===== config.mk =====
export PLATFORM = sky130hd
export DESIGN_NAME = vicinity_tag_response_framer
export DESIGN_NICKNAME = d
export VERILOG_FILES = /design/src/pkg/tag_framer_pkg.sv /design/src/core/vicinity_tag_response_framer.sv
export SDC_FILE = /design/constraint.sdc
export NUM_CORES = 1
export LEC_CHECK = 0
export ABC_AREA = 1
export BUFFER_PORTS_ARGS = -buffer_cell sky130_fd_sc_hd__buf_2
export CAP_MARGIN = 10
export CORE_MARGIN = 2
export CORE_UTILIZATION = 50
export CTS_BUF_LIST = sky130_fd_sc_hd__clkbuf_4 sky130_fd_sc_hd__clkbuf_8
export DETAILED_ROUTE_END_ITERATION = 6
export PLACE_DENSITY = 0.74
export SETUP_SLACK_MARGIN = 0.15
export SYNTH_ARGS = -nofsm -noshare
export SYNTH_HDL_FRONTEND = slang
export SYNTH_SLANG_ARGS = --single-unit
export TNS_END_PERCENT = 30

===== constraint.sdc =====
create_clock -name clk -period 5.6 [get_ports clk]
set_clock_uncertainty 0.05 [all_clocks]
set_input_delay 0.28 -clock clk [delete_from_list [all_inputs] [get_ports clk]]
set_output_delay 0.28 -clock clk [all_outputs]
set_load 0.05 [all_outputs]

===== src/pkg/tag_framer_pkg.sv =====
package tag_framer_pkg;

   // ==========================================================
   // Carrier and delimiter timing
   // ==========================================================
   localparam real FC_MHZ       = 13.56;
   localparam real SUB1_DIV     = 32.0;
   localparam real T_GAP_US     = 56.64;
   localparam real T_BIT_US     = 18.88;
   localparam real T_FEOF_HI_US = 37.76;
   localparam real T_FEOF_LO_US = 113.28;

   // Unmodulated times counted in whole carrier/32 periods
   localparam logic [7:0] N_GAP     = 8'(int'(T_GAP_US * FC_MHZ / SUB1_DIV));
   localparam logic [7:0] N_BIT     = 8'(int'(T_BIT_US * FC_MHZ / SUB1_DIV));
   localparam logic [7:0] N_FEOF_HI = 8'(int'(T_FEOF_HI_US * FC_MHZ / SUB1_DIV));
   localparam logic [7:0] N_FEOF_LO = 8'(int'(T_FEOF_LO_US * FC_MHZ / SUB1_DIV));

   // Pulse counts at high rate, standard commands
   localparam logic [7:0] P_LONG = 8'h18;
   localparam logic [7:0] P_BIT  = 8'h08;
   localparam logic [7:0] Q_LONG = 8'h1b;
   localparam logic [7:0] Q_BIT  = 8'h09;
   localparam int         LOW_SH  = 2;
   localparam int         FAST_SH = 1;

   // Carrier cycles per subcarrier period, last index and half
   localparam logic [4:0] DIV1_LAST = 5'h1f;
   localparam logic [4:0] DIV2_LAST = 5'h1b;
   localparam logic [4:0] HALF1     = 5'h10;
   localparam logic [4:0] HALF2     = 5'h0e;

   // ==========================================================
   // Register map
   // ==========================================================
   localparam logic [4:0] A_CTRL  = 5'h00;
   localparam logic [4:0] A_TXD   = 5'h04;
   localparam logic [4:0] A_RXD   = 5'h08;
   localparam logic [4:0] A_AFC   = 5'h0c;
   localparam logic [4:0] A_SFC   = 5'h10;
   localparam logic [4:0] A_UIDL  = 5'h14;
   localparam logic [4:0] A_UIDH  = 5'h18;
   localparam logic [4:0] A_STATE = 5'h1c;

   localparam int CB_TWO    = 0;
   localparam int CB_HIGH   = 1;
   localparam int CB_FAST   = 2;
   localparam int CB_CLR    = 3;
   localparam int CB_START  = 4;
   localparam int CB_FINISH = 5;
   localparam int CB_RXEND  = 6;
   localparam int CB_RXCLR  = 7;
   localparam int SB_BUSY   = 3;
   localparam int SB_ARMED  = 4;
   localparam int SB_RXERR  = 5;
   localparam int SB_UNDER  = 6;
   localparam int SB_HOLD   = 7;
   localparam int SB_STATE  = 8;
   localparam int LOCK_BIT  = 8;

   // ==========================================================
   // CRC
   // ==========================================================
   localparam logic [15:0] CRC_POLY  = 16'h8408;
   localparam logic [15:0] CRC_INIT  = 16'hffff;
   localparam logic [15:0] CRC_RESID = 16'hf0b8;
   localparam logic [1:0]  CRC_NONE  = 2'h0;
   localparam logic [1:0]  CRC_LO    = 2'h1;
   localparam logic [1:0]  CRC_HI    = 2'h2;

   // ==========================================================
   // Types
   // ==========================================================
   typedef enum logic [1:0] {
      K_UNMOD = 2'b00,
      K_SUB1  = 2'b01,
      K_SUB2  = 2'b10
   } seg_kind_t;

   typedef enum logic [1:0] {
      P_IDLE = 2'b00,
      P_SOF  = 2'b01,
      P_DATA = 2'b10,
      P_EOF  = 2'b11
   } part_t;

   typedef enum logic [1:0] {
      S_OFF      = 2'b00,
      S_READY    = 2'b01,
      S_QUIET    = 2'b10,
      S_SELECTED = 2'b11
   } tag_state_t;

   typedef struct packed {
      logic fast;
      logic high;
      logic two;
   } cfg_t;

   typedef struct packed {
      seg_kind_t  kind;
      logic [7:0] cnt;
   } seg_t;

   typedef struct packed {
      tag_state_t  tstate;
      cfg_t        cfg;
      part_t       part;
      logic [1:0]  idx;
      seg_t        seg;
      logic [7:0]  left;
      logic [4:0]  cyc;
      logic [7:0]  sh;
      logic [2:0]  bitn;
      logic [7:0]  hold;
      logic        hold_full;
      logic        finish;
      logic [1:0]  crc_ph;
      logic [7:0]  crc_hi;
      logic [15:0] tx_crc;
      logic [15:0] rx_crc;
      logic        armed;
      logic        rx_err;
      logic        under;
      logic [7:0]  afc;
      logic        afc_lock;
      logic [7:0]  sfc;
      logic        sfc_lock;
      logic        mod;
      logic        rd_ack;
      logic [31:0] rdata;
      logic        car1;
      logic        car2;
      logic        car3;
      logic        fld1;
      logic        fld2;
   } framer_state_t;

endpackage


===== src/core/vicinity_tag_response_framer.sv =====
`timescale 1ns/10ps

// Summary of operation
// One subcarrier high rate SOF: 56.64us gap, 24 pulses, then logic one.
// Fast high rate SOF: 28.32us gap, 12 pulses, 9.44us gap, 4 pulses.
// One subcarrier low rate SOF: 226.56us gap, 96 pulses, logic one.
// Fast low rate SOF: 113.28us gap, 48 pulses, 37.76us gap, 16 pulses.
// Two subcarrier high SOF: 27 q, 24 p, 9 q, 8 p; never fast.
// Two subcarrier low SOF: 108 q, 96 p, 36 q, 32 p.
// One subcarrier high EOF: logic zero, 24 pulses, 56.64us gap.
// Fast high EOF: 4 pulses, 9.44us gap, 12 pulses, 37.76us gap.
// One subcarrier low EOF: 32 pulses, 75.52us, 96 pulses, 226.56us.
// Fast low EOF: 16 pulses, 37.76us, 48 pulses, 113.28us gap.
// Two subcarrier high EOF: 8 p, 9 q, 24 p, 27 q.
// Two subcarrier low EOF: 32 p, 36 q, 96 p, 108 q.
// Read-only 64-bit identifier: class, maker code, 48-bit serial.
// Family code nibbles; writes refused once locked.
// CRC-16 preset ones over frame bytes, appended before EOF.
// Request with bad CRC is dropped, no response.
// Low byte first, each byte least significant bit first.
// No transmission before a correctly received request.
// Frames carry whole bytes only.
// Response: SOF, flags, parameters, data, two-byte CRC, EOF.
// Optional fields present only when their flag is one.
// Reader should check response CRC, handling is its own.
// Four protocol states; power-off whenever field is too weak.
// Data bit: zero is pulses then gap, one is the reverse.
// Reader picks one or two subcarriers; response follows.
// Fast commands answer at double the selected rate.
// All timing counted in carrier cycles, divide by 32 and 28.
// Delimiter variant from latched subcarrier, rate and fast.
module vicinity_tag_response_framer #(
   parameter logic [7:0]  ALLOC_CLASS = 8'h5a,            // Arbitrary value
   parameter logic [7:0]  MAKER_CODE  = 8'h3c,            // Arbitrary value
   parameter logic [47:0] SERIAL_NUM  = 48'h0123_4567_89ab // Arbitrary value
) (
   input  wire logic        clk,
   input  wire logic        resetn,
   input  wire logic [4:0]  address,
   input  wire logic        read,
   input  wire logic        write,
   input  wire logic [31:0] writedata,
   output logic [31:0]      readdata,
   output logic             waitrequest,
   input  wire logic        carrier_in,
   input  wire logic        field_ok_in,
   output logic             load_mod,
   output logic             tx_active
);

   // fixed identifier
   localparam logic [63:0] UNIQUE_IDENTIFIER = {ALLOC_CLASS, MAKER_CODE, SERIAL_NUM};

   tag_framer_pkg::framer_state_t s_r;
   tag_framer_pkg::framer_state_t s_nxt;
   logic                          car_edge;
   logic                          wr_ok;
   logic                          rd_go;
   logic                          seg_end;
   logic                          need_byte;
   logic [4:0]                    last;
   logic [31:0]                   rd;

   // ==========================================================
   // CRC over one byte, reflected, LSB first
   // ==========================================================
   function automatic logic [15:0] crc_byte(
      input logic [15:0] c,
      input logic [7:0]  d
   );
      logic [15:0] r;
      r = c ^ {8'h00, d};
      for (int i = 0; i < 8; i++) begin
         r = r[0] ? ((r >> 1) ^ tag_framer_pkg::CRC_POLY) : (r >> 1);
      end
      return r;
   endfunction

   // ==========================================================
   // Segment table: kind and period count of one piece
   // ==========================================================
   function automatic tag_framer_pkg::seg_t seg_pick(
      input tag_framer_pkg::part_t part,
      input logic [1:0]            idx,
      input logic                  bitv,
      input tag_framer_pkg::cfg_t  c
   );
      tag_framer_pkg::seg_t      s;
      tag_framer_pkg::seg_kind_t other;
      logic [7:0]                base;
      logic [7:0]                t;
      logic                      sub1;
      logic                      longp;
      logic                      scale;
      // second subcarrier or gap
      other = c.two ? tag_framer_pkg::K_SUB2 : tag_framer_pkg::K_UNMOD;
      scale = 1'b1;
      unique case (part)
         // SOF piece order
         // two subcarrier SOF
         tag_framer_pkg::P_SOF: begin
            sub1  = idx[0];
            longp = ~idx[1];
         end
         // EOF piece order
         // two subcarrier EOF
         tag_framer_pkg::P_EOF: begin
            sub1  = ~idx[0];
            longp = idx[1];
         end
         // Manchester data bit
         default: begin
            sub1  = (idx[0] == bitv);
            longp = 1'b0;
         end
      endcase
      if (sub1) begin
         base = longp ? tag_framer_pkg::P_LONG : tag_framer_pkg::P_BIT;
      end else if (c.two) begin
         base = longp ? tag_framer_pkg::Q_LONG : tag_framer_pkg::Q_BIT;
      end else begin
         base = longp ? tag_framer_pkg::N_GAP : tag_framer_pkg::N_BIT;
      end
      // Fast EOF tail does not follow the common scaling
      // fast high tail
      // fast low tail
      if (part == tag_framer_pkg::P_EOF && idx == 2'b11 && c.fast) begin
         base  = c.high ? tag_framer_pkg::N_FEOF_HI : tag_framer_pkg::N_FEOF_LO;
         scale = 1'b0;
      end
      // low rate times four
      // low two subcarrier
      // low EOF
      // low two subcarrier EOF
      t = (c.high || !scale) ? base : (base << tag_framer_pkg::LOW_SH);
      // fast halves
      // fast low halves
      // doubled rate
      if (c.fast && scale) begin
         t = t >> tag_framer_pkg::FAST_SH;
      end
      s.kind = sub1 ? tag_framer_pkg::K_SUB1 : other;
      s.cnt  = t;
      return s;
   endfunction

   // ==========================================================
   // Bus handshake
   // ==========================================================
   // Reads take one wait cycle so that readdata comes from a flop
   assign waitrequest = (read & ~s_r.rd_ack)
                      | (write & (address == tag_framer_pkg::A_TXD) & s_r.hold_full
                         & (s_r.part != tag_framer_pkg::P_IDLE));
   assign readdata  = s_r.rdata;
   assign load_mod  = s_r.mod;
   assign tx_active = (s_r.part != tag_framer_pkg::P_IDLE);

   // ==========================================================
   // Next state
   // ==========================================================
   always_comb begin
      s_nxt     = s_r;
      seg_end   = 1'b0;
      need_byte = 1'b0;
      rd        = '0;
      wr_ok     = write & ~waitrequest;
      rd_go     = read & ~s_r.rd_ack;
      // carrier edge from the synchroniser
      car_edge  = s_r.car2 & ~s_r.car3;
      last      = (s_r.seg.kind == tag_framer_pkg::K_SUB2) ?
                  tag_framer_pkg::DIV2_LAST : tag_framer_pkg::DIV1_LAST;

      s_nxt.car1 = carrier_in;
      s_nxt.car2 = s_r.car1;
      s_nxt.car3 = s_r.car2;
      s_nxt.fld1 = field_ok_in;
      s_nxt.fld2 = s_r.fld1;

      // ------------------------------------------------------
      // Register writes
      // ------------------------------------------------------
      if (wr_ok) begin
         case (address)
            tag_framer_pkg::A_CTRL: begin
               if (writedata[tag_framer_pkg::CB_CLR]) begin
                  s_nxt.rx_err = 1'b0;
                  s_nxt.under  = 1'b0;
               end
               if (writedata[tag_framer_pkg::CB_RXCLR]) begin
                  s_nxt.rx_crc = tag_framer_pkg::CRC_INIT;
                  s_nxt.armed  = 1'b0;
               end
               if (writedata[tag_framer_pkg::CB_RXEND]) begin
                  // bad CRC leaves no response armed
                  if (s_nxt.rx_crc == tag_framer_pkg::CRC_RESID) begin
                     s_nxt.armed = 1'b1;
                  end else begin
                     s_nxt.rx_err = 1'b1;
                     s_nxt.armed  = 1'b0;
                  end
               end
               if (writedata[tag_framer_pkg::CB_FINISH] &&
                   s_r.part != tag_framer_pkg::P_IDLE) begin
                  s_nxt.finish = 1'b1;
               end
               // start only after a good request
               if (writedata[tag_framer_pkg::CB_START] && s_nxt.armed &&
                   s_r.part == tag_framer_pkg::P_IDLE &&
                   s_r.tstate != tag_framer_pkg::S_OFF) begin
                  // latch variant settings
                  s_nxt.cfg.fast = writedata[tag_framer_pkg::CB_FAST];
                  s_nxt.cfg.high = writedata[tag_framer_pkg::CB_HIGH];
                  // fast forces one subcarrier
                  s_nxt.cfg.two  = writedata[tag_framer_pkg::CB_TWO] &
                                   ~writedata[tag_framer_pkg::CB_FAST];
                  s_nxt.part   = tag_framer_pkg::P_SOF;
                  s_nxt.idx    = 2'b00;
                  s_nxt.armed  = 1'b0;
                  s_nxt.finish = 1'b0;
                  s_nxt.crc_ph = tag_framer_pkg::CRC_NONE;
                  // preset all ones
                  s_nxt.tx_crc = tag_framer_pkg::CRC_INIT;
                  s_nxt.seg    = seg_pick(tag_framer_pkg::P_SOF, 2'b00, 1'b0, s_nxt.cfg);
                  s_nxt.left   = s_nxt.seg.cnt;
                  s_nxt.cyc    = '0;
               end
            end
            // caller supplies only flagged fields
            tag_framer_pkg::A_TXD: begin
               s_nxt.hold      = writedata[7:0];
               s_nxt.hold_full = 1'b1;
            end
            // receive CRC check
            tag_framer_pkg::A_RXD: begin
               s_nxt.rx_crc = crc_byte(s_nxt.rx_crc, writedata[7:0]);
            end
            // locked code refuses writes
            tag_framer_pkg::A_AFC: begin
               if (!s_r.afc_lock) begin
                  s_nxt.afc      = writedata[7:0];
                  s_nxt.afc_lock = writedata[tag_framer_pkg::LOCK_BIT];
               end
            end
            tag_framer_pkg::A_SFC: begin
               if (!s_r.sfc_lock) begin
                  s_nxt.sfc      = writedata[7:0];
                  s_nxt.sfc_lock = writedata[tag_framer_pkg::LOCK_BIT];
               end
            end
            tag_framer_pkg::A_STATE: begin
               if (s_r.tstate != tag_framer_pkg::S_OFF &&
                   writedata[1:0] != tag_framer_pkg::S_OFF) begin
                  s_nxt.tstate = tag_framer_pkg::tag_state_t'(writedata[1:0]);
               end
            end
            default: begin
            end
         endcase
      end

      // ------------------------------------------------------
      // Carrier period counter
      // ------------------------------------------------------
      // divide carrier by 32 or 28
      if (car_edge && s_r.part != tag_framer_pkg::P_IDLE) begin
         if (s_r.cyc == last) begin
            s_nxt.cyc = '0;
            if (s_r.left == 8'h01) begin
               seg_end = 1'b1;
            end else begin
               s_nxt.left = s_r.left - 8'h01;
            end
         end else begin
            s_nxt.cyc = s_r.cyc + 5'h01;
         end
      end

      // ------------------------------------------------------
      // Frame sequencing
      // ------------------------------------------------------
      if (seg_end) begin
         unique case (s_r.part)
            tag_framer_pkg::P_SOF: begin
               if (s_r.idx == 2'b11) begin
                  s_nxt.part = tag_framer_pkg::P_DATA;
                  s_nxt.idx  = 2'b00;
                  need_byte  = 1'b1;
               end else begin
                  s_nxt.idx = s_r.idx + 2'b01;
               end
            end
            tag_framer_pkg::P_DATA: begin
               if (s_r.idx == 2'b00) begin
                  s_nxt.idx = 2'b01;
               end else begin
                  s_nxt.idx = 2'b00;
                  // whole bytes only
                  if (s_r.bitn == 3'h7) begin
                     need_byte = 1'b1;
                  end else begin
                     s_nxt.bitn = s_r.bitn + 3'h1;
                     // LSB first
                     s_nxt.sh   = s_r.sh >> 1;
                  end
               end
            end
            tag_framer_pkg::P_EOF: begin
               if (s_r.idx == 2'b11) begin
                  s_nxt.part = tag_framer_pkg::P_IDLE;
               end else begin
                  s_nxt.idx = s_r.idx + 2'b01;
               end
            end
            tag_framer_pkg::P_IDLE: begin
            end
         endcase
      end

      if (need_byte) begin
         s_nxt.bitn = '0;
         // CRC low, CRC high, then EOF
         if (s_r.crc_ph == tag_framer_pkg::CRC_LO) begin
            s_nxt.sh     = s_r.crc_hi;
            s_nxt.crc_ph = tag_framer_pkg::CRC_HI;
         end else if (s_r.crc_ph == tag_framer_pkg::CRC_HI) begin
            s_nxt.part   = tag_framer_pkg::P_EOF;
            s_nxt.idx    = 2'b00;
            s_nxt.crc_ph = tag_framer_pkg::CRC_NONE;
         end else if (s_nxt.hold_full) begin
            s_nxt.sh        = s_nxt.hold;
            s_nxt.hold_full = 1'b0;
            // CRC over payload bytes
            s_nxt.tx_crc    = crc_byte(s_r.tx_crc, s_nxt.hold);
         end else begin
            // A missing byte cannot be waited for mid-frame, so close it
            if (!s_nxt.finish) begin
               s_nxt.under = 1'b1;
            end
            // CRC low byte first
            s_nxt.sh     = ~s_r.tx_crc[7:0];
            s_nxt.crc_hi = ~s_r.tx_crc[15:8];
            s_nxt.crc_ph = tag_framer_pkg::CRC_LO;
            s_nxt.finish = 1'b0;
         end
      end

      if (seg_end && s_nxt.part != tag_framer_pkg::P_IDLE) begin
         s_nxt.seg  = seg_pick(s_nxt.part, s_nxt.idx, s_nxt.sh[0], s_r.cfg);
         s_nxt.left = s_nxt.seg.cnt;
         s_nxt.cyc  = '0;
      end

      // ------------------------------------------------------
      // Field loss
      // ------------------------------------------------------
      // weak field forces power-off
      if (!s_r.fld2) begin
         s_nxt.tstate    = tag_framer_pkg::S_OFF;
         s_nxt.part      = tag_framer_pkg::P_IDLE;
         s_nxt.armed     = 1'b0;
         s_nxt.hold_full = 1'b0;
         s_nxt.finish    = 1'b0;
         s_nxt.crc_ph    = tag_framer_pkg::CRC_NONE;
      end else if (s_r.tstate == tag_framer_pkg::S_OFF) begin
         s_nxt.tstate = tag_framer_pkg::S_READY;
      end

      // pulse is high for first half period
      s_nxt.mod = (s_nxt.part != tag_framer_pkg::P_IDLE) &&
                  (s_nxt.seg.kind != tag_framer_pkg::K_UNMOD) &&
                  (s_nxt.cyc < ((s_nxt.seg.kind == tag_framer_pkg::K_SUB2) ?
                                tag_framer_pkg::HALF2 : tag_framer_pkg::HALF1));

      // ------------------------------------------------------
      // Register reads
      // ------------------------------------------------------
      case (address)
         tag_framer_pkg::A_CTRL: begin
            rd[tag_framer_pkg::CB_TWO]   = s_r.cfg.two;
            rd[tag_framer_pkg::CB_HIGH]  = s_r.cfg.high;
            rd[tag_framer_pkg::CB_FAST]  = s_r.cfg.fast;
            rd[tag_framer_pkg::SB_BUSY]  = (s_r.part != tag_framer_pkg::P_IDLE);
            rd[tag_framer_pkg::SB_ARMED] = s_r.armed;
            rd[tag_framer_pkg::SB_RXERR] = s_r.rx_err;
            rd[tag_framer_pkg::SB_UNDER] = s_r.under;
            rd[tag_framer_pkg::SB_HOLD]  = s_r.hold_full;
            rd[tag_framer_pkg::SB_STATE +: 2] = s_r.tstate;
         end
         tag_framer_pkg::A_AFC: begin
            rd[7:0] = s_r.afc;
            rd[tag_framer_pkg::LOCK_BIT] = s_r.afc_lock;
         end
         tag_framer_pkg::A_SFC: begin
            rd[7:0] = s_r.sfc;
            rd[tag_framer_pkg::LOCK_BIT] = s_r.sfc_lock;
         end
         tag_framer_pkg::A_UIDL: begin
            rd = UNIQUE_IDENTIFIER[31:0];
         end
         tag_framer_pkg::A_UIDH: begin
            rd = UNIQUE_IDENTIFIER[63:32];
         end
         tag_framer_pkg::A_STATE: begin
            rd[1:0] = s_r.tstate;
         end
         default: begin
         end
      endcase
      if (rd_go) begin
         s_nxt.rdata = rd;
      end
      s_nxt.rd_ack = rd_go;
   end

   // ==========================================================
   // State register
   // ==========================================================
   always_ff @(posedge clk) begin
      if (!resetn) begin
         s_r        <= '0;
         s_r.rx_crc <= tag_framer_pkg::CRC_INIT;
      end else begin
         s_r <= s_nxt;
      end
   end

endmodule


==> flow_summary.json <==
{
  "synth-xor-area-share": 0.05044,
  "ys_seq_area_frac": 0.3538,
  "grt_start_max_net_pins": 63,
  "setup_ws_ns": 1.861,
  "cp_cell_sequence": "inv_1 > ha_1 > nor3_4 > inv_2 > nor2_2 > nand4_1 > nor2_1 > nor2_1 > nand2_4 > nor2_4 > nor2_4 > inv_2 > nand2_1 > nand2_1 > nand2_1 > inv_1 > ha_1 > a2111oi_0 > nand2_1 > a21oi_1",
  "crit_path_max_incr_delay_ns": 0.40,
  "routed_wl_mm": 17.50,
  "setup-tns-final_ns": 0,
  "cp.required_ns": 5.94,
  "antenna_cells": 0,
  "avgViaCountPerCell": 5.368,
  "synth_compound_area_frac": 0.2063,
  "crit_path_frequent_cell": "nand2_1",
  "p_leak_nw": 3.341,
  "fill_cells": 1316,
  "rsz0062_at_grt": "no",
  "worst_setup_path_end_kind": "register",
  "postRouteAntennaNets": 0,
  "synth_area_sq_um": 7243,
  "cts.sink_count": 128,
  "min_path_type": "input pin to register",
  "slew_viol_final": 0,
  "async_reset_ff_frac": 0,
  "dr_total_vias": 6624,
  "post_route_cells_drive_above_1_share": 0.1347,
  "fp.dieH_microns": 124.4,
  "dieArea_sq_um": 15470,
  "post_cts_buffers": 0,
  "yosys.area.top_type": "dfxtp_1",
  "tritoncts": "built",
  "post_drt_wl_per_cell_microns": 14.18,
  "path_max_fanout": 9,
  "synth_top_family_by_area": "simple AND/OR/NAND/NOR gates",
  "cp.arrival_ns": 4.08,
  "drt_iter0_drc": 463,
  "fin_crit_sh": 0.6676,
  "synth_edf_count": 0,
  "final_cells": 1234,
  "wl_met2_mm": 8.175,
  "area_growth_pct": 8.533,
  "crit_type": "register to register",
  "postCtsHoldBufs": 2,
  "synth_cells": 1023,
  "pre_cts_ws_ns": 1.852,
  "startpoint_type": "register",
  "yosys.area_share.simple": 0.2322,
  "slew_headroom": 0.2474,
  "grt.overflow.total": 0,
  "max_freq_mhz": 267.5,
  "numPlacedInstances": 1201,
  "synth_area_leaders": "dfxtp_1 (35%), nand2_1 (9.0%), inv_1 (6.8%), a21oi_1 (5.7%), o21ai_0 (5.6%)",
  "met1_length_mm": 8.082,
  "synth_commonest_cells": "nand2_1 (173), inv_1 (132), dfxtp_1 (128)",
  "finalCriticalPeriod_ns": 3.739,
  "netlist-cell-type-count": 53,
  "reg2reg_depth": 20,
  "path_clk_slew_ns": 0.07,
  "start_util": 0.5158,
  "worst_pin_slew_ns": 1.125,
  "ioPinCount": 78,
  "ys_seq_elements": 128,
  "firstDrtPassIters": 5,
  "setup_viol": 0,
  "synth.most_common_cell": "nand2_1",
  "antenna_found_initial": 0,
  "highest_layer": "met4",
  "core_area_sq_um": 14040,
  "synth-adder-area-share": 0.02764,
  "wl_met3_microns": 990,
  "ir_worst_vdd_uv": 157.7,
  "cts_root_buf": "clkbuf_8",
  "p_per_area_nw_per_um2": 251.0,
  "syn_area_per_cell_sq_um": 7.080,
  "hpwl_mm": 12.38,
  "yosysTopAreaCellShare": 0.3538,
  "yosys_warnings": 0,
  "grt_pass1_wl_mm": 29.16,
  "portBuffers": 47,
  "cts_max_path_buffers": 2,
  "grt_use_total": 0.2306,
  "insertion_delay_ns": 0.46,
  "die-width_microns": 124.4,
  "route.detailed.drc": 0,
  "synth_mux_area_frac": 0.002764,
  "run_status": "complete, no violations",
  "globalplace.congestion": 0.8973,
  "ctsResizeCount": 0,
  "htree_levels": 4,
  "min_path_cells": 3,
  "cap_violations": 0,
  "grt_pass1_vias": 6053,
  "fin_util": 0.5598,
  "nNetsFinal": 1101,
  "yosys_most_used_dff": "dfxtp_1",
  "numCtsBuffers": 17,
  "crit_slowest_cell": "a2111oi_0",
  "hold_violations": 0,
  "rows": 43
}
[power by group]
| part | total, mW | leakage, nW | switching (mW) | internal (mW) |
|---|---|---|---|---|
| clock network | 0.888 | 0.221 | 0.367 | 0.521 |
| logic | 0.161 | 2.09 | 0.122 | 0.0393 |
| registers | 0.924 | 1.03 | 0.00567 | 0.918 |
| total | 1.97 | 3.34 | 0.494 | 1.48 |
[registers in the layout, indices dropped and copies added, names as in the netlist]
name / flops
load_mod: 1
readdata: 13
s_nxt: 3
s_r: 111
[layout by cell type (no fill, tap or decap), types with 4 or more instances in the layout]
cell type | synthesis | layout
xnor2_1 | 20 | 20
xor2_1 | 18 | 18
nand2_1 | 173 | 173
nand4_1 | 10 | 10
nand2_2 | 10 | 10
bufinv_16 | 0 | 4
inv_1 | 132 | 131
o21ai_1 | 5 | 5
clkbuf_8 | 0 | 20
dfxtp_1 | 128 | 128
a21oi_1 | 83 | 83
a21oi_2 | 6 | 6
nand3_2 | 5 | 5
o21ai_0 | 81 | 81
nor3_1 | 11 | 11
nor2_2 | 5 | 5
a31oi_1 | 7 | 7
buf_2 | 6 | 47
o211ai_1 | 20 | 20
buf_4 | 32 | 4
ha_1 | 16 | 16
o22ai_1 | 15 | 15
nor2_1 | 102 | 102
nand3_1 | 41 | 41
a22oi_1 | 6 | 6
conb_1 | 1 | 7
inv_2 | 15 | 15
nor2_4 | 9 | 9
o221ai_1 | 10 | 10
[path summary, 6_finish.rpt]
path                     start       end  slack, ns
setup / recovery      s_r[148]  load_mod       1.86
hold / removal    writedata[8]   s_r[48]       0.04
setup reg to reg      s_r[148]  load_mod       1.86
hold reg to reg       s_nxt[3]  s_nxt[2]       0.37
[final cells by class]
cell class,instances,area [sq um],area share
Multi-Input combinational cell,693,3787,0.4818
Tap cell,180,225.2,0.02865
Clock inverter,10,158.9,0.02021
Clock buffer,21,282.8,0.03597
Inverter,149,559.3,0.07114
Sequential cell,128,2562,0.3260
Timing Repair Buffer,53,285.3,0.03629
[cell families after synthesis]
logic type               after synthesis
flip-flops                           128
XOR/XNOR                              40
adder cells (fa/ha/maj)               16
AO/OA/AOI/OAI                        253
multiplexers                           2
other                                  1
AND/OR/NAND/NOR                      375
buffers and inverters                208
[critical path: cells and delay by family, from the launching register on]
family / cells / cell delay [ns]
simple gates: 12 / 1.84
compound gates: 2 / 0.53
buf+inv: 4 / 0.33
fa+ha+maj: 2 / 0.56
flops: 1 / 0.37
[per-layer routing]
metal / vias up / global-route usage
met4: 0 / 0.06940
met2: 193 / 0.3838
met1: 3033 / 0.2949
met3: 26 / 0.05842
li1: 3372 / -
met5: - / 0
[stage by stage]
stage          power (mW)  hold slack, ns  area, sq um
4_1_cts             1.986         0.01031         7861
3_5_place_dp        1.103          0.3568         7400
2_1_floorplan       1.075          0.3276         7266
3_3_place_gp        1.103          0.3490         7400
6_report            1.973         0.04102         7861
5_1_grt             2.047         0.01543         7861
Power figures use the tool's default switching activity.
